## config.mk

```make
export PLATFORM = sky130hd
export DESIGN_NAME = tlv_irq_unit
export DESIGN_NICKNAME = d
export VERILOG_FILES = /design/src/rtl/tlv_pkg.sv /design/src/rtl/tlv_irq_unit.sv /design/src/rtl/tlv_arbiter.sv
export SDC_FILE = /design/constraint.sdc
export NUM_CORES = 1
export LEC_CHECK = 0
export ABC_AREA = 1
export BUFFER_PORTS_ARGS = -buffer_cell sky130_fd_sc_hd__buf_2
export CORE_MARGIN = 5
export CORE_UTILIZATION = 50
export DETAILED_ROUTE_END_ITERATION = 8
export PLACE_DENSITY = 0.85
export SYNTH_ARGS = -nofsm -noshare
export SYNTH_HDL_FRONTEND = slang
export SYNTH_SLANG_ARGS = --single-unit
export TNS_END_PERCENT = 10
```

## constraint.sdc

```tcl
create_clock -name MCLK_IN -period 2.5 [get_ports MCLK_IN]
set_input_delay 0.5 -clock MCLK_IN [delete_from_list [all_inputs] [get_ports MCLK_IN]]
set_output_delay 0.5 -clock MCLK_IN [all_outputs]
set_load 0.1 [all_outputs]
```

## src/rtl/tlv_pkg.sv

```systemverilog
// Operation
// - pending requests sampled and arbitrated every clock; vector call after detection.
// - request pending at return lets exactly one more instruction finish first.
// - worst case eighteen cycles: detect, return, divide, vector call.
// - equal or lower priority waits for routine end plus one instruction.
// - reset vector 0x0000; sources at 0x0003 plus eight times index.
// - hardware clears only ext0, timer0, ext1, timer1 flags on vectoring.
// - multi-flag sources raise one request when any flag is set.
// - global enable bit 7 gates every source.
// - enable bits 0..5 mask ext0, timer0, ext1, timer1, serial, timer2.
// - enable bit 6 is a spare software flag only.
// - priority bits 0..5 select high level when one.
// - priority bits 7..6 read ones, writes ignored.
// - extended enable bits 0..5 mask sources 6..11; top bits read zero.
// - flags set regardless of enable; disabled flags ignored.
// - high preempts low; high never preempted.
// - flag still set after return re-requests after next instruction.
`default_nettype none
package tlv_pkg;
	localparam int NSRC = 12;
	localparam logic [11:0] ADDR_ENABLE = 12'h0A8;
	localparam logic [11:0] ADDR_PRIORITY = 12'h0B8;
	localparam logic [11:0] ADDR_EXT_ENABLE = 12'h0E6;
	localparam logic [11:0] ADDR_EXT_PRIORITY = 12'h0F6;
	localparam logic [11:0] ADDR_STATUS = 12'h100;
	localparam logic [7:0] ENABLE_RESET = 8'h00;
	localparam logic [7:0] PRIORITY_RESET = 8'hC0;
	localparam logic [7:0] EXT_ENABLE_RESET = 8'h00;
	localparam logic [7:0] EXT_PRIORITY_RESET = 8'hC0;
	localparam logic [7:0] PRIORITY_TOP_ONES = 8'hC0;
	localparam int GLOBAL_EN_BIT = 7;
	localparam logic [15:0] RESET_VECTOR = 16'h0000;
	localparam logic [15:0] VECTOR_BASE = 16'h0003;
	localparam int VECTOR_STRIDE_SHIFT = 3;
	localparam logic [11:0] AUTO_CLEAR_MASK = 12'h00F;
	localparam int DETECT_CYCLES = 1;
	localparam int CALL_CYCLES = 4;
	localparam logic [2:0] CALL_LAST = 3'(CALL_CYCLES - 1);
	typedef struct packed {
		logic [1:0] t2;
		logic [1:0] serial;
		logic [4:0] counter_array;
		logic ext0, timer0, ext1, timer1;
		logic bus, window, conv, cmp_fall, cmp_rise;
	} tlv_flags_t;
	typedef struct packed {
		logic valid;
		logic high;
		logic [3:0] index;
	} tlv_pick_t;
	typedef enum logic [1:0] {
		ST_IDLE = 2'b00,
		ST_CALL = 2'b01,
		ST_HOLD = 2'b10
	} tlv_state_t;
endpackage
`default_nettype wire

```

## src/rtl/tlv_irq_unit.sv

```systemverilog
`default_nettype none
module tlv_irq_unit
	import tlv_pkg::*;
(
	input wire logic MCLK_IN,
	input wire logic RST_IN,
	input wire logic PSEL_IN,
	input wire logic PENABLE_IN,
	input wire logic PWRITE_IN,
	input wire logic [11:0] PADDR_IN,
	input wire logic [31:0] PWDATA_IN,
	output logic [31:0] PRDATA_OUT,
	output logic PREADY_OUT,
	output logic PSLVERR_OUT,
	input wire tlv_flags_t FLAGS_IN,
	input wire logic INSN_DONE_IN,
	input wire logic RETURN_DONE_IN,
	output logic VECTOR_REQ_OUT,
	output logic [15:0] VECTOR_ADDR_OUT,
	output logic [11:0] FLAG_CLEAR_OUT,
	output logic [1:0] IN_SERVICE_OUT
);
	logic [7:0] enable_reg;
	logic [7:0] priority_reg;
	logic [7:0] ext_enable_reg;
	logic [7:0] ext_priority_reg;
	logic [1:0] in_service_reg;
	logic [11:0] req_sample_reg;
	tlv_state_t state_reg;
	tlv_state_t state_next;
	logic [2:0] call_cnt_reg;
	tlv_pick_t pick_reg;
	tlv_pick_t pick;
	logic [11:0] raw_req;
	logic [11:0] src_en;
	logic [11:0] src_high;
	logic access;
	logic [31:0] rd_next;
	logic mapped;

	// vector address for a source index
	function automatic logic [15:0] vector_of(input logic [3:0] idx);
		return VECTOR_BASE + 16'({idx, 3'b000});
	endfunction

	// merge multi-flag sources into one request line
	always_comb
	begin
		raw_req = {FLAGS_IN.cmp_rise, FLAGS_IN.cmp_fall,
			|FLAGS_IN.counter_array, FLAGS_IN.conv, FLAGS_IN.window,
			FLAGS_IN.bus, |FLAGS_IN.t2, |FLAGS_IN.serial,
			FLAGS_IN.timer1, FLAGS_IN.ext1, FLAGS_IN.timer0,
			FLAGS_IN.ext0};
	end

	// enables and priorities per source
	assign src_en = {ext_enable_reg[5:0], enable_reg[5:0]}
		& {NSRC{enable_reg[GLOBAL_EN_BIT]}};
	assign src_high = {ext_priority_reg[5:0], priority_reg[5:0]};

	// sample requests each clock
	always_ff @(posedge MCLK_IN)
	begin
		if (RST_IN)
			req_sample_reg <= 12'h000;
		else
			req_sample_reg <= raw_req & src_en;
	end

	tlv_arbiter u_arb (
		.req_in(req_sample_reg),
		.high_in(src_high),
		.high_busy_in(in_service_reg[1]),
		.low_busy_in(in_service_reg[0]),
		.pick_out(pick)
	);

	// sequencer: detect, wait instruction boundary, call
	always_comb
	begin
		state_next = state_reg;
		case (state_reg)
			ST_IDLE:
				// first instruction done after a return may take the call
				if (pick.valid && INSN_DONE_IN && !RETURN_DONE_IN)
					state_next = ST_CALL;
			ST_CALL:
				if (call_cnt_reg == CALL_LAST)
					state_next = ST_IDLE;
			default:
				state_next = ST_IDLE;
		endcase
	end

	always_ff @(posedge MCLK_IN)
	begin
		if (RST_IN)
			state_reg <= ST_IDLE;
		else
			state_reg <= state_next;
	end

	// latch winner and count call cycles
	always_ff @(posedge MCLK_IN)
	begin
		if (RST_IN)
		begin
			pick_reg <= '0;
			call_cnt_reg <= 3'h0;
		end
		else if (state_reg == ST_IDLE)
		begin
			pick_reg <= pick;
			call_cnt_reg <= 3'h0;
		end
		else
			call_cnt_reg <= call_cnt_reg + 3'h1;
	end

	// vector outputs, held for the call
	always_ff @(posedge MCLK_IN)
	begin
		if (RST_IN)
		begin
			VECTOR_REQ_OUT <= 1'b0;
			VECTOR_ADDR_OUT <= RESET_VECTOR;
		end
		else if (state_next == ST_CALL)
		begin
			VECTOR_REQ_OUT <= 1'b1;
			VECTOR_ADDR_OUT <= vector_of(state_reg == ST_IDLE
				? pick.index : pick_reg.index);
		end
		else
			VECTOR_REQ_OUT <= 1'b0;
	end

	// auto clear pulse for the four simple sources
	always_ff @(posedge MCLK_IN)
	begin
		if (RST_IN)
			FLAG_CLEAR_OUT <= 12'h000;
		else if (state_reg == ST_IDLE && state_next == ST_CALL)
			FLAG_CLEAR_OUT <= (12'h001 << pick.index)
				& AUTO_CLEAR_MASK;
		else
			FLAG_CLEAR_OUT <= 12'h000;
	end

	// in-service bits per level
	always_ff @(posedge MCLK_IN)
	begin
		if (RST_IN)
			in_service_reg <= 2'b00;
		else if (state_reg == ST_IDLE && state_next == ST_CALL)
		begin
			if (pick.high)
				in_service_reg[1] <= 1'b1;
			else
				in_service_reg[0] <= 1'b1;
		end
		else if (RETURN_DONE_IN)
		begin
			if (in_service_reg[1])
				in_service_reg[1] <= 1'b0;
			else
				in_service_reg[0] <= 1'b0;
		end
	end

	assign IN_SERVICE_OUT = in_service_reg;

	// apb decode, zero wait states
	assign access = PSEL_IN && PENABLE_IN;
	always_comb
	begin
		rd_next = 32'h0000_0000;
		mapped = 1'b1;
		case (PADDR_IN)
			ADDR_ENABLE: rd_next = {24'h000000, enable_reg};
			ADDR_PRIORITY:
				rd_next = {24'h000000,
					priority_reg | PRIORITY_TOP_ONES};
			ADDR_EXT_ENABLE:
				rd_next = {24'h000000, 2'b00, ext_enable_reg[5:0]};
			ADDR_EXT_PRIORITY:
				rd_next = {24'h000000,
					ext_priority_reg | PRIORITY_TOP_ONES};
			ADDR_STATUS:
				rd_next = {16'h0000, 2'b00, in_service_reg,
					req_sample_reg};
			default: mapped = 1'b0;
		endcase
	end

	// register writes
	always_ff @(posedge MCLK_IN)
	begin
		if (RST_IN)
		begin
			enable_reg <= ENABLE_RESET;
			priority_reg <= PRIORITY_RESET;
			ext_enable_reg <= EXT_ENABLE_RESET;
			ext_priority_reg <= EXT_PRIORITY_RESET;
		end
		else if (access && PWRITE_IN)
		begin
			case (PADDR_IN)
				ADDR_ENABLE: enable_reg <= PWDATA_IN[7:0];
				ADDR_PRIORITY:
					priority_reg <= {2'b11, PWDATA_IN[5:0]};
				ADDR_EXT_ENABLE:
					ext_enable_reg <= {2'b00, PWDATA_IN[5:0]};
				ADDR_EXT_PRIORITY:
					ext_priority_reg <= {2'b11, PWDATA_IN[5:0]};
				default: ;
			endcase
		end
	end

	// apb answer registers
	always_ff @(posedge MCLK_IN)
	begin
		if (RST_IN)
		begin
			PREADY_OUT <= 1'b0;
			PSLVERR_OUT <= 1'b0;
			PRDATA_OUT <= 32'h0000_0000;
		end
		else
		begin
			PREADY_OUT <= PSEL_IN && !PENABLE_IN;
			PSLVERR_OUT <= PSEL_IN && !PENABLE_IN && !mapped;
			PRDATA_OUT <= (PSEL_IN && !PENABLE_IN) ? rd_next : 32'h0;
		end
	end
endmodule
`default_nettype wire

```

## src/rtl/tlv_arbiter.sv

```systemverilog
`default_nettype none
module tlv_arbiter
	import tlv_pkg::*;
(
	input wire logic [11:0] req_in,
	input wire logic [11:0] high_in,
	input wire logic high_busy_in,
	input wire logic low_busy_in,
	output tlv_pick_t pick_out
);
	logic [11:0] hi_req;
	logic [11:0] lo_req;
	// lowest index wins inside a level
	function automatic logic [4:0] first_set(input logic [11:0] v);
		logic [4:0] r;
		r = 5'h1F;
		for (int i = NSRC - 1; i >= 0; i--)
		begin
			if (v[i])
				r = {1'b0, 4'(i)};
		end
		return r;
	endfunction
	// high level preempts low; high routine blocks all
	always_comb
	begin
		logic [4:0] fh;
		logic [4:0] fl;
		fh = 5'h1F;
		fl = 5'h1F;
		hi_req = high_busy_in ? 12'h000 : (req_in & high_in);
		lo_req = (high_busy_in || low_busy_in) ? 12'h000
			: (req_in & ~high_in);
		fh = first_set(hi_req);
		fl = first_set(lo_req);
		pick_out = '0;
		if (|hi_req)
			pick_out = '{valid: 1'b1, high: 1'b1, index: fh[3:0]};
		else if (|lo_req)
			pick_out = '{valid: 1'b1, high: 1'b0, index: fl[3:0]};
	end
endmodule
`default_nettype wire

```

### Yosys cells after proc, flatten, opt, wreduce, memory -nomap -nowiden

Index checks and enable logic that the tools add are counted.

| storage, ports and cells | value |
|---|---|
| ROM bits | 0 |
| output and inout port bits | 65 |
| bits in latches | 0 |
| RAM bits | 0 |
| memories | 0 |
| flip-flop bits (word level) | 112 |

| operators by class | value |
|---|---|
| bitwise logic cells | 7 |
| multiply operators | 0 |
| div/mod/pow operators | 0 |
| reduce and logical (&&, ||, !) cells | 28 |
| equal/unequal tests | 11 |
| add/subtract/negate cells | 2 |
| $lt $le $gt $ge | 0 |
| shifts and indexed selects | 1 |
| muxes and demuxes | 40 |

Operators with widths:

| operator | count |
|---|---|
| $mux 4 | 23 |
| $pmux 14 s5 | 1 |
| $and 12x12->12 | 4 |
| $eq 12x8->1 const B | 4 |
| $mux 12 | 2 |
| $reduce_or 12->1 | 2 |
| $eq 12x9->1 const B | 1 |
| $mux 6 | 2 |
| $not 12->12 | 1 |
| $reduce_and 2->1 | 5 |
| $reduce_or 2->1 | 5 |
| $reduce_or 5->1 | 2 |
| $add 2x7->8 const A | 1 |
| $mux 2 | 4 |
| $logic_and 1x1->1 | 7 |
| $mux 3 | 2 |
| $mux 1 | 5 |
| $eq 2x1->1 const B | 2 |
| $ne 2x2->1 const B | 2 |
| $pmux 2 s2 | 1 |
| $shl 1x4->4 const A | 1 |
| $add 3x1->3 const B | 1 |
| $eq 3x2->1 const B | 1 |
| $logic_not 1->1 | 3 |
| 6 further kinds | 7 |

### Depth between registers and ports, before layout

Gate-level depths: netlist of run 1.

| logic depth | value |
|---|---|
| depth after elaboration | 25 |
| depth in mapped cells | 15 |

### Cells and area by module

A second synthesis of run 1 with hierarchy kept.

| second synthesis, totals | value |
|---|---|
| cells, all modules | 518 |
| area, all modules | 3,826.2 µm² |

Modules (own cells, without submodules):

| module | area each (µm²) | instances | seq. area each (µm²) | cells each |
|---|---|---|---|---|
| tlv_irq_unit | 3,324.4 | 1 | 1,501.4 | 417 |
| tlv_arbiter | 501.7 | 1 | 0.0 | 101 |

### Worst setup path before layout of run 1

No wires, ideal clock.

| timing path | value |
|---|---|
| kind | register to output |
| from | register VECTOR_ADDR_OUT[1] |
| to | output VECTOR_ADDR_OUT[1] |
| required time | 2,000 ps |
| cell stages (with the launch flop) | 2 |
| path slack | 626 ps |
| data arrival time | 1,374 ps |
| cell sequence | dfxtp_1 > buf_4 |

RTL lines:

| element | line | text |
|---|---|---|
| start, declared | tlv_irq_unit.sv:19 | `output logic [15:0] VECTOR_ADDR_OUT,` |
| start signal, assigned | tlv_irq_unit.sv:131 | `VECTOR_ADDR_OUT <= vector_of(state_reg == ST_IDLE` |

No word-level cell between the ends.

### Final worst setup path of run 1

| timing path | value |
|---|---|
| from | register in_service_reg[1], in the netlist IN_SERVICE_OUT[1] |
| to | register VECTOR_ADDR_OUT[5] |

| on the way | value |
|---|---|
| word-level cells in the longest chain between the ends | 18 |
| elaborated cells between the ends (all ways) | 38 |
| those cells by class | add/sub (1); eq/ne (1); mux (31); reduce/logical (5) |

RTL lines:

| element | line | text |
|---|---|---|
| start, declared | tlv_irq_unit.sv:27 | `logic [1:0] in_service_reg;` |
| start signal, assigned | tlv_irq_unit.sv:154 | `in_service_reg <= 2'b00;` |
| start signal, assigned | tlv_irq_unit.sv:158 | `in_service_reg[1] <= 1'b1;` |
| start signal, assigned | tlv_irq_unit.sv:165 | `in_service_reg[1] <= 1'b0;` |
| $logic_or 1x1->1 | tlv_arbiter.sv:32 | `lo_req = (high_busy_in \|\| low_busy_in) ? 12'h000` |
| $mux 12 | tlv_arbiter.sv:32 |  |
| $mux 3 | tlv_arbiter.sv:19 | `if (v[i])` |
| $mux 4 (11 in a row) | tlv_arbiter.sv:19 |  |
| $mux 6 | tlv_arbiter.sv:39 | `else if (\|lo_req)` |
| $mux 6 * | tlv_arbiter.sv:37 | `if (\|hi_req)` |
| $mux 4 | tlv_irq_unit.sv:132 | `? pick.index : pick_reg.index);` |
| $add 2x7->8 | tlv_irq_unit.sv:43 | `return VECTOR_BASE + 16'({idx, 3'b000});` |

Every way passes the cells marked *; elsewhere a longest branch is shown, timed or not.
A chain may end at the register's enable or synchronous reset.

==> results.md, run 1 <==
- Clk_lat worst skew: 360 ps
- VDD IR max: 0.380 mV
- Layout area overhead: 14.8%
- Die width: 94.7 µm
- Top cell type's share of synthesized area: 41.8%
- Top-count cell post-synth: nand2_1
- Hold Path Origin: PENABLE_IN
- Worst r2r dst: VECTOR_ADDR_OUT[5]
- 1st-pass router iterations: 5
- IO Pins: 134
- Register clock-pin slew on the reported worst setup and hold paths: 80 ps
- Status: finished clean
- Overall power: 0.00257 W
- Worst hold path class: input pin to flip-flop
- Die area: 8970 µm²
- CP peak stage delay: 510 ps
- Sequential-to-total area share from yosys stat: 41.8%
- Power Dens Cells: 623 nW/µm²
- Worst hold margin: 343 ps
- CTS tree: built
- Detailed Place HPWL: 7100 µm
- Synth Cell Area: 3590 µm²
- Global route overflow: 0
- Buffer and inverter count on the worst path: 1
- Layout Skew: 9.67 ps
- Max H-tree Level: 3
- Worst setup path class: flip-flop to flip-flop
- Critical path's top delay family: simple AND/OR/NAND/NOR gates
- RSZ-0062 raised after global routing: false
- Num CTS Buffers: 9
- Final slew viol count: 0
- Top_reg_cell synth: dfxtp_1
- Worst path cell trace: inv_4 -> nand3_1 -> nand2_2 -> nor3_4 -> nand3_2 -> o21bai_4 -> nand2_4 -> o21ai_1 -> a21oi_1
- Worst Hold End: PSLVERR_OUT
- NumNets Final: 637
- Fin crit share: 79.4%
- CTS Hold Bufs: 0
- Fin cells: 667
- Final Hold Fails: 0
- Aggregate global-route resource usage: 21.1%
- Commonest cells post-synth: nand2_1 (90), dfxtp_1 (75), nor2_1 (65)
- Count of unique library cells instantiated by Yosys: 39
- Max Fclk: 504 MHz
- Syn Inst Count: 491
- FFs w/ async S/R, synth: 0%
- Initial antenna violation count: 0
- Ant diodes: 0
- YS warnings: 0
- Core area: 6910 µm²
- DIE HEIGHT: 94.7 µm
- Starting Density: 52.0%
- TNS Setup: 0 ps
- DRC marker count from the first detailed-route iteration: 281
- CP required: 2730 ps
- Crit end category: flip-flop
- Via/cell ratio: 5.10
- Drc violations: 0
- Leakage: 1.93 nW
- Placed cells: 651
- Max-Cap Viols: 0
- Routed Antenna Nets: 0
- Worst Path Max Fanout: 9
- DRT Wirelength: 9010 µm
- Post-synth top area cell: dfxtp_1
- Largest net degree at the start of global routing: 20
- Syn Area/Cell: 7.31 µm²
- Worst Hold Path Cells: 2
- Number of port buffers: 73
- Worst R2R Path Depth: 9
- Register bit total from synthesis: 75
- Fin crit period: 1980 ps
- PostCTS Resize Cnt: 0
- Number of global-route vias before repair: 3275
- First-pass GRT wire length: 14800 µm
- Num rows: 30
- Setup slack, reg-to-reg: 520 ps
- Clock root buffer: clkbuf_8
- RR Startpoint: IN_SERVICE_OUT[1]
- Clock Sinks: 75
- Setup bufs post-CTS: 0
- Final setup viols: 0
- DR vias: 3400
- Largest cells by area after synthesis: dfxtp_1 (42%), nand2_1 (9.4%), buf_4 (8.2%), nor2_1 (6.8%), inv_1 (5.8%)
- Launching element type of the critical path: flip-flop
- Number of synthesized flops with an enable pin: 0
- Critical-path top delay cell: dfxtp_1
- Max reg flops: 14
- GP Congestion: 0.967
- Max clock buf depth: 2
- Wirelength per Cell: 13.5 µm
- Filler cells: 646
- Worst path arrival time: 2210 ps
- Layout cells sized above 1: 20.0%
## routing by layer
layer  track usage (%)  share of wire, %
met5                 0                 0
met4              8.41               2.5
met3              6.22               9.9
met2              35.5                48
met1              25.1                39
## cell usage in the layout (no fill, tap or decap), types with 3 or more instances in the layout
cell type,netlist,layout
clkinv_2,0,3
nand2_1,90,90
nor3_1,11,11
nand3_1,27,27
nor4_1,5,5
o21ai_1,5,5
conb_1,1,37
o21ai_0,21,21
inv_1,55,55
a21oi_1,30,30
a31oi_1,5,5
buf_4,39,8
nor2_1,65,65
dfxtp_1,75,75
nand4_1,5,5
a221oi_1,3,3
clkbuf_8,0,9
or2_2,3,3
a22oi_1,3,3
buf_2,4,73
a211oi_1,12,12
nor3_2,3,3
## area by class of cell
| type | instances | area [µm²] | area share (%) |
|---|---|---|---|
| clock inverters | 7 | 91.3 | 2.22 |
| flip-flops and latches | 75 | 1500 | 36.5 |
| repair buffers | 81 | 425 | 10.3 |
| multi-input cells | 341 | 1640 | 39.7 |
| clock buffers | 9 | 124 | 3.01 |
| inverters | 58 | 220 | 5.35 |
| well taps | 96 | 120 | 2.92 |
## worst reg2reg max path, stage by stage, from the launching register on
cell	delay, ps
dfxtp_1	510
inv_4	110
nand3_1	150
nand2_2	100
nor3_4	250
nand3_2	170
o21bai_4	250
nand2_4	110
o21ai_1	140
a21oi_1	50
## kinds of logic (layout without fill, tap and decap cells)
group                      count (synthesis)  in the layout  synth area share, %
and+or+nand+nor                          219            219                 27.3
buffers and inverters                    111            155                 16.3
AOI/OAI and AO/OA                         83             83                 13.7
DFF                                       75             75                 41.8
adders and majority gates                  2              2                0.697
other                                      1             37                0.105
## worst max path at each step
stage | startpoint | end | slack (ps) | cells after the start
2_1_floorplan | VECTOR_ADDR_OUT[1] | VECTOR_ADDR_OUT[1] | 630 | 1
3_3_place_gp | PADDR_IN[1] | priority_reg[5] | 380 | 10
3_5_place_dp | PADDR_IN[1] | priority_reg[2] | 330 | 10
4_1_cts | IN_SERVICE_OUT[1] | VECTOR_ADDR_OUT[5] | 520 | 9
5_1_grt | IN_SERVICE_OUT[1] | VECTOR_ADDR_OUT[4] | 380 | 9
6_report | IN_SERVICE_OUT[1] | VECTOR_ADDR_OUT[5] | 520 | 9
## power by group
| group | leakage (nW) | total, W | switching, W | internal [W] |
|---|---|---|---|---|
| clock network | 0.109 | 0.00102 | 0.000456 | 0.000560 |
| logic | 1.21 | 0.000348 | 0.000304 | 0.0000441 |
| registers | 0.605 | 0.00120 | 0.00000211 | 0.00120 |
| total | 1.93 | 0.00257 | 0.000761 | 0.00180 |
## through the flow
stage | area (µm²) | utilization [%] | setup WS (ps)
after floorplan | 3720 | - | 626
after global placement | 3900 | 56.5 | 380
after detailed placement | 3900 | 56.5 | 334
after CTS | 4120 | 59.6 | 518
after global routing | 4120 | 59.6 | 383
final | 4120 | 59.6 | 515
(Power assumes the default switching activity.)
==> run 2, diff against run 1 <==
--- a/config.mk
+++ b/config.mk
@@ -8,9 +8,9 @@
 export ABC_AREA = 1
 export BUFFER_PORTS_ARGS = -buffer_cell sky130_fd_sc_hd__buf_2
 export CORE_MARGIN = 5
-export CORE_UTILIZATION = 50
+export CORE_UTILIZATION = 45
 export DETAILED_ROUTE_END_ITERATION = 8
-export PLACE_DENSITY = 0.85
+export PLACE_DENSITY = 0.81
 export SYNTH_ARGS = -nofsm -noshare
 export SYNTH_HDL_FRONTEND = slang
 export SYNTH_SLANG_ARGS = --single-unit
==> constraint.sdc (replaced) <==
create_clock -name MCLK_IN -period 1.6 [get_ports MCLK_IN]
set_input_delay 0.32 -clock MCLK_IN [delete_from_list [all_inputs] [get_ports MCLK_IN]]
set_output_delay 0.32 -clock MCLK_IN [all_outputs]
set_load 0.1 [all_outputs]
==> run 2 against run 1 <==
Against the previous run:
- the flow now finishes with violations (negative setup slack)
- design area is 18% higher
- global-route usage fell by 0.80 points
- die area increased by 9.9%
- register-to-register slack worse by 690 ps
- first-iteration DRC count rose by 17%
- via count up 11%
- maximum frequency increased by 12%
- power up 63%
- setup slack got worse by 690 ps
- clock skew grew 2.7 ps
- clock power rose by 70%
- routed wire length increased by 18%
==> results.md, run 2 (synthesis results as in run 1) <==
- DR vias: 3788
- RSZ-0062 raised after global routing: true
- Clock Sinks: 75
- VDD IR max: 0.445 mV
- Worst path arrival time: 2050 ps
- Final setup viols: 16
- Most frequent cells in the layout: nand2_1 (79), dfxtp_1 (71), buf_2 (71), buf_4 (63), nor2_1 (60)
- Die area: 9860 µm²
- CP required: 1880 ps
- Max-Cap Viols: 0
- Worst hold path class: input pin to flip-flop
- Critical-path top delay cell: dfxtp_4
- DIE HEIGHT: 99.3 µm
- Max H-tree Level: 3
- Power Dens Cells: 860 nW/µm²
- Worst setup margin: -172 ps
- Layout Skew: 12.4 ps
- Via/cell ratio: 5.17
- Overall power: 0.00417 W
- Register clock-pin slew on the reported worst setup and hold paths: 80 ps
- Worst hold margin: 151 ps
- GP Congestion: 0.911
- Worst Hold Path Cells: 2
- Final Hold Fails: 0
- Worst r2r dst: FLAG_CLEAR_OUT[2]
- Worst setup path class: flip-flop to flip-flop
- Crit end category: flip-flop
- Worst Path Max Fanout: 5
- DRT Wirelength: 10700 µm
- Drc violations: 0
- Fin crit period: 1770 ps
- Wirelength per Cell: 14.6 µm
- CP peak stage delay: 400 ps
- Hold Path Origin: PENABLE_IN
- Filler cells: 648
- Number of global-route vias before repair: 3452
- CTS Hold Bufs: 0
- Status: finished with violations
- Most common cell after layout, fill and taps aside: nand2_1
- Final slew viol count: 0
- Global route overflow: 0
- Setup slack, reg-to-reg: -170 ps
- Routed Antenna Nets: 0
- Detailed Place HPWL: 7690 µm
- Die width: 99.3 µm
- Largest net degree at the start of global routing: 22
- Starting Density: 46.2%
- Layout area overhead: 35.1%
- RR Startpoint: IN_SERVICE_OUT[1]
- 1st-pass router iterations: 5
- Num rows: 32
- Clock root buffer: clkbuf_8
- IO Pins: 134
- First-pass GRT wire length: 15900 µm
- CTS tree: built
- Initial antenna violation count: 0
- Max Fclk: 564 MHz
- Fin crit share: 111%
- NumNets Final: 697
- Worst R2R Path Depth: 10
- Core area: 7770 µm²
- Num CTS Buffers: 9
- Clk_lat worst skew: 360 ps
- DRC marker count from the first detailed-route iteration: 330
- Max clock buf depth: 2
- Failing checks: negative setup slack
- TNS Setup: -1970 ps
- Worst path cell trace: nor2_4 -> nand3_2 -> nand4_1 -> inv_2 -> nand3_4 -> o21bai_4 -> buf_4 -> nor3_2 -> nand2_1 -> nor2_1
- Launching element type of the critical path: flip-flop
- Worst Hold End: PSLVERR_OUT
- Layout cells sized above 1: 34.0%
- Dpl ws: -221 ps
- Leakage: 2.26 nW
- Max reg flops: 14
- Aggregate global-route resource usage: 20.3%
- Number of port buffers: 73
- Ant diodes: 0
[run 2: final cells by class]
type | instances | area (µm²) | area share [%]
well taps | 102 | 128 | 2.63
clock buffers | 10 | 128 | 2.63
clock inverters | 5 | 103 | 2.12
multi-input cells | 343 | 1850 | 38.2
repair buffers | 139 | 906 | 18.7
flip-flops and latches | 75 | 1510 | 31.1
inverters | 58 | 225 | 4.64
[run 2: worst max path at each step]
stage               slack (ps)               from                 end
floorplan                  -50  IN_SERVICE_OUT[1]  VECTOR_ADDR_OUT[5]
global placement          -170  IN_SERVICE_OUT[1]  VECTOR_ADDR_OUT[5]
detailed placement        -220        PADDR_IN[1]     priority_reg[5]
CTS                        -90  IN_SERVICE_OUT[1]   FLAG_CLEAR_OUT[0]
global route              -270  IN_SERVICE_OUT[1]   FLAG_CLEAR_OUT[1]
finish                    -170  IN_SERVICE_OUT[1]   FLAG_CLEAR_OUT[2]
[run 2: metrics by stage]
stage                     instance area, µm²  utilization, %  cells
final                                   4850            62.4    732
after global routing                    4850            62.4    732
after CTS                               4660            60.0    725
after detailed placement                4270            54.9    702
after global placement                  4270            54.9    702
after floorplan                         3720               -    527
[run 2: where the power goes]
part | switching [W] | internal, W | leakage [nW] | total [W]
clock | 0.000702 | 0.00102 | 0.112 | 0.00173
combinational | 0.000484 | 0.0000819 | 1.54 | 0.000566
sequential | 0.00000338 | 0.00187 | 0.608 | 0.00188
total | 0.00119 | 0.00298 | 2.26 | 0.00417
[run 2: layer usage]
metal | track usage [%] | wire (µm) | up-vias | share of wire [%]
met5 | 0 | 0 | - | 0
met4 | 9.45 | 479 | 0 | 4.5
met3 | 4.14 | 937 | 52 | 8.8
met2 | 34.2 | 5120 | 221 | 48
met1 | 24.7 | 4130 | 1715 | 39
li1 | - | - | 1800 | -
[run 2: worst max-delay path: cells and delay by family, from the launching register on]
family | cells | cell delay [ps]
and+or+nand+nor | 7 | 970
DFF | 1 | 400
buffers and inverters | 2 | 230
AOI/OAI and AO/OA | 1 | 100
[run 2: timing repair]
item,CTS,global route
setup endpoints to repair,18,19
buffers inserted,7,6
gates cloned,1,1
resized for setup,30,33
pin swaps,9,19
==> run 3, diff against run 2 <==
--- a/config.mk
+++ b/config.mk
@@ -5,12 +5,11 @@
 export SDC_FILE = /design/constraint.sdc
 export NUM_CORES = 1
 export LEC_CHECK = 0
-export ABC_AREA = 1
 export BUFFER_PORTS_ARGS = -buffer_cell sky130_fd_sc_hd__buf_2
 export CORE_MARGIN = 5
-export CORE_UTILIZATION = 45
+export CORE_UTILIZATION = 44
 export DETAILED_ROUTE_END_ITERATION = 8
-export PLACE_DENSITY = 0.81
+export PLACE_DENSITY = 0.8
 export SYNTH_ARGS = -nofsm -noshare
 export SYNTH_HDL_FRONTEND = slang
 export SYNTH_SLANG_ARGS = --single-unit
==> run 3 against run 2 <==
Against the previous run:
- the flow still finishes with violations (negative setup slack)
- sequential power about the same
- global-route usage up 0.18 points
- sequential share of layout area down 0.12 points
- setup slack worse by 210 ps
- non-clock buffer count up 11
- worst hold slack better by 41 ps
- via count down 8.2%
- maximum frequency down 11%
- die area up 1.3%
- synthesized area down 0.80%
- combinational power down 0.7%
- design area up 0.46%
- critical path type unchanged
==> results.md, run 3 <==
- Status: finished with violations
- Failing checks: negative setup slack
- Drc violations: 0
- Filler cells: 638
- Design area: 4870 µm²
- Post-synth top area cell: dfxtp_1
- Final Hold Fails: 0
- Aggregate global-route resource usage: 20.4%
- VDD IR max: 0.577 mV
- Clk_lat worst skew: 360 ps
- Syn Inst Count: 406
- Wirelength per Cell: 15.9 µm
- Layout area overhead: 36.9%
- Max-Cap Viols: 0
- NumNets Final: 618
- Fin cells: 654
- Launching element type of the critical path: flip-flop
- Final setup viols: 17
- Core area: 7810 µm²
- Initial antenna violation count: 0
- Register clock-pin slew on the reported worst setup and hold paths: 80 ps
- Rel. slew slack: 46.9%
- Number of global-route vias before repair: 3526
- CTS Hold Bufs: 0
- Num CTS Buffers: 9
- Detailed Place HPWL: 7680 µm
- RSZ-0062 raised after global routing: true
- Worst path cell trace: nor2b_4 -> or4_4 -> o21a_4 -> o311ai_4 -> buf_6 -> nand3b_1 -> o41ai_2
- Clock root buffer: clkbuf_8
- DP Area: 4450 µm²
- Syn Area/Cell: 8.77 µm²
- Top-count cell post-synth: dfxtp_1
- Starting Density: 45.6%
- Via/cell ratio: 5.32
- Most frequent cells in the layout: buf_4 (74), buf_2 (71), dfxtp_1 (68), nand2_1 (41), conb_1 (37)
- FFs w/ async S/R, synth: 0%
- DR vias: 3477
- Worst hold path class: input pin to flip-flop
- GP Congestion: 0.960
- Worst setup path class: flip-flop to flip-flop
- Max Fclk: 504 MHz
- Num rows: 32
- Top_reg_cell synth: dfxtp_1
- Max clock buf depth: 2
- Fin crit share: 124%
- Fin crit period: 1990 ps
- DRT Wirelength: 10400 µm
- Worst Path Max Fanout: 7
- Leakage: 2.20 nW
- Die width: 99.9 µm
- DRC marker count from the first detailed-route iteration: 197
- Commonest cells post-synth: dfxtp_1 (75), nand2_1 (41), buf_4 (39)
- Routed met2 length: 5250 µm
- Global route overflow: 0
- Largest net degree at the start of global routing: 21
- Power Dens Cells: 844 nW/µm²
- Layout cells sized above 1: 37.9%
- Number of port buffers: 73
- YS warnings: 0
- DIE HEIGHT: 99.9 µm
- Die area: 9990 µm²
- Largest cells by area after synthesis: dfxtp_1 (42%), buf_4 (8.2%), nand2_1 (4.3%), a21oi_1 (4.1%), mux2i_1 (3.9%)
- Sequential-to-total area share from yosys stat: 42.2%
- Crit end category: flip-flop
- Placed cells: 637
- Number of synthesized flops with an enable pin: 0
- CP peak stage delay: 550 ps
- Met3 wire length: 758 µm
- IO Pins: 134
- Clock Sinks: 75
- Worst setup margin: -385 ps
- CP required: 1870 ps
- Ant diodes: 0
- Critical path's top delay family: simple AND/OR/NAND/NOR gates
- First-pass GRT wire length: 16400 µm
- Max reg flops: 14
- Buffer and inverter count on the worst path: 1
- Worst path arrival time: 2260 ps
- Final slew viol count: 0
- Top cell type's share of synthesized area: 42.2%
- DR top layer: met4
- Layout Skew: 12.2 ps
- Count of unique library cells instantiated by Yosys: 51
- Met1 WL: 4170 µm
- Routed Antenna Nets: 0
- Register bit total from synthesis: 75
- Max H-tree Level: 3
- CTS tree: built
- 1st-pass router iterations: 4
- Synth Cell Area: 3560 µm²
- Critical-path top delay cell: or4_4
- Slew @ Worst Pin: 796 ps
- Most common cell after layout, fill and taps aside: buf_4
- TNS Setup: -5080 ps
run 3: path summary, 6_finish.rpt:
path              slack [ps]  cells after the start                 end               from
setup reg to reg        -390                      7  VECTOR_ADDR_OUT[4]  req_sample_reg[8]
setup / recovery        -390                      7  VECTOR_ADDR_OUT[4]  req_sample_reg[8]
hold / removal           190                      2   req_sample_reg[4]       FLAGS_IN[14]
hold reg to reg          430                      1     call_cnt_reg[0]    call_cnt_reg[0]
run 3: cell families (layout without fill, tap and decap cells):
group | count (synthesis) | after routing | synth area share, %
AOI/OAI and AO/OA | 88 | 88 | 17.5
muxes | 17 | 17 | 4.89
buffers and inverters | 61 | 171 | 10.6
and+or+nand+nor | 162 | 162 | 24.0
DFF | 75 | 75 | 42.2
other | 1 | 37 | 0.105
adders and majority gates | 2 | 2 | 0.703
run 3: metal layers:
metal,track usage [%],vias up
met5,0,-
met4,9.24,0
met3,5.35,27
met2,35.5,144
met1,23.5,1645
li1,-,1661
run 3: final cells by class:
cell class / count / area, µm² / share of cell area, %
clock buffers: 12 / 155 / 3.18
clock inverters: 4 / 72.6 / 1.49
inverters: 5 / 18.8 / 0.385
multi-input cells: 306 / 2000 / 41.0
flip-flops and latches: 75 / 1510 / 31.0
well taps: 102 / 128 / 2.62
repair buffers: 150 / 990 / 20.3
run 3: power breakdown:
group	internal, W	leakage (nW)	total, W	switching (W)
Combinational	0.0000834	1.48	0.000562	0.000478
Sequential	0.00187	0.609	0.00188	0.00000385
Clock	0.000961	0.113	0.00167	0.000711
run 3: repair_timing:
action                     in CTS  in global routing
setup endpoints to repair      18                 30
resized for setup              21                 18
buffers inserted                0                  1
pin swaps                       7                  3
cloned                          0                  0
run 3: through the flow:
stage / total power [W] / hold slack (ps) / util, % / setup WS (ps)
global route: 0.00424 / 184 / 62.4 / -517
detailed placement: 0.00247 / 424 / 57.0 / -611
finish: 0.00411 / 192 / 62.4 / -385
CTS: 0.00412 / 184 / 61.1 / -374
floorplan: 0.00243 / 399 / - / -421
global placement: 0.00246 / 413 / 57.0 / -504
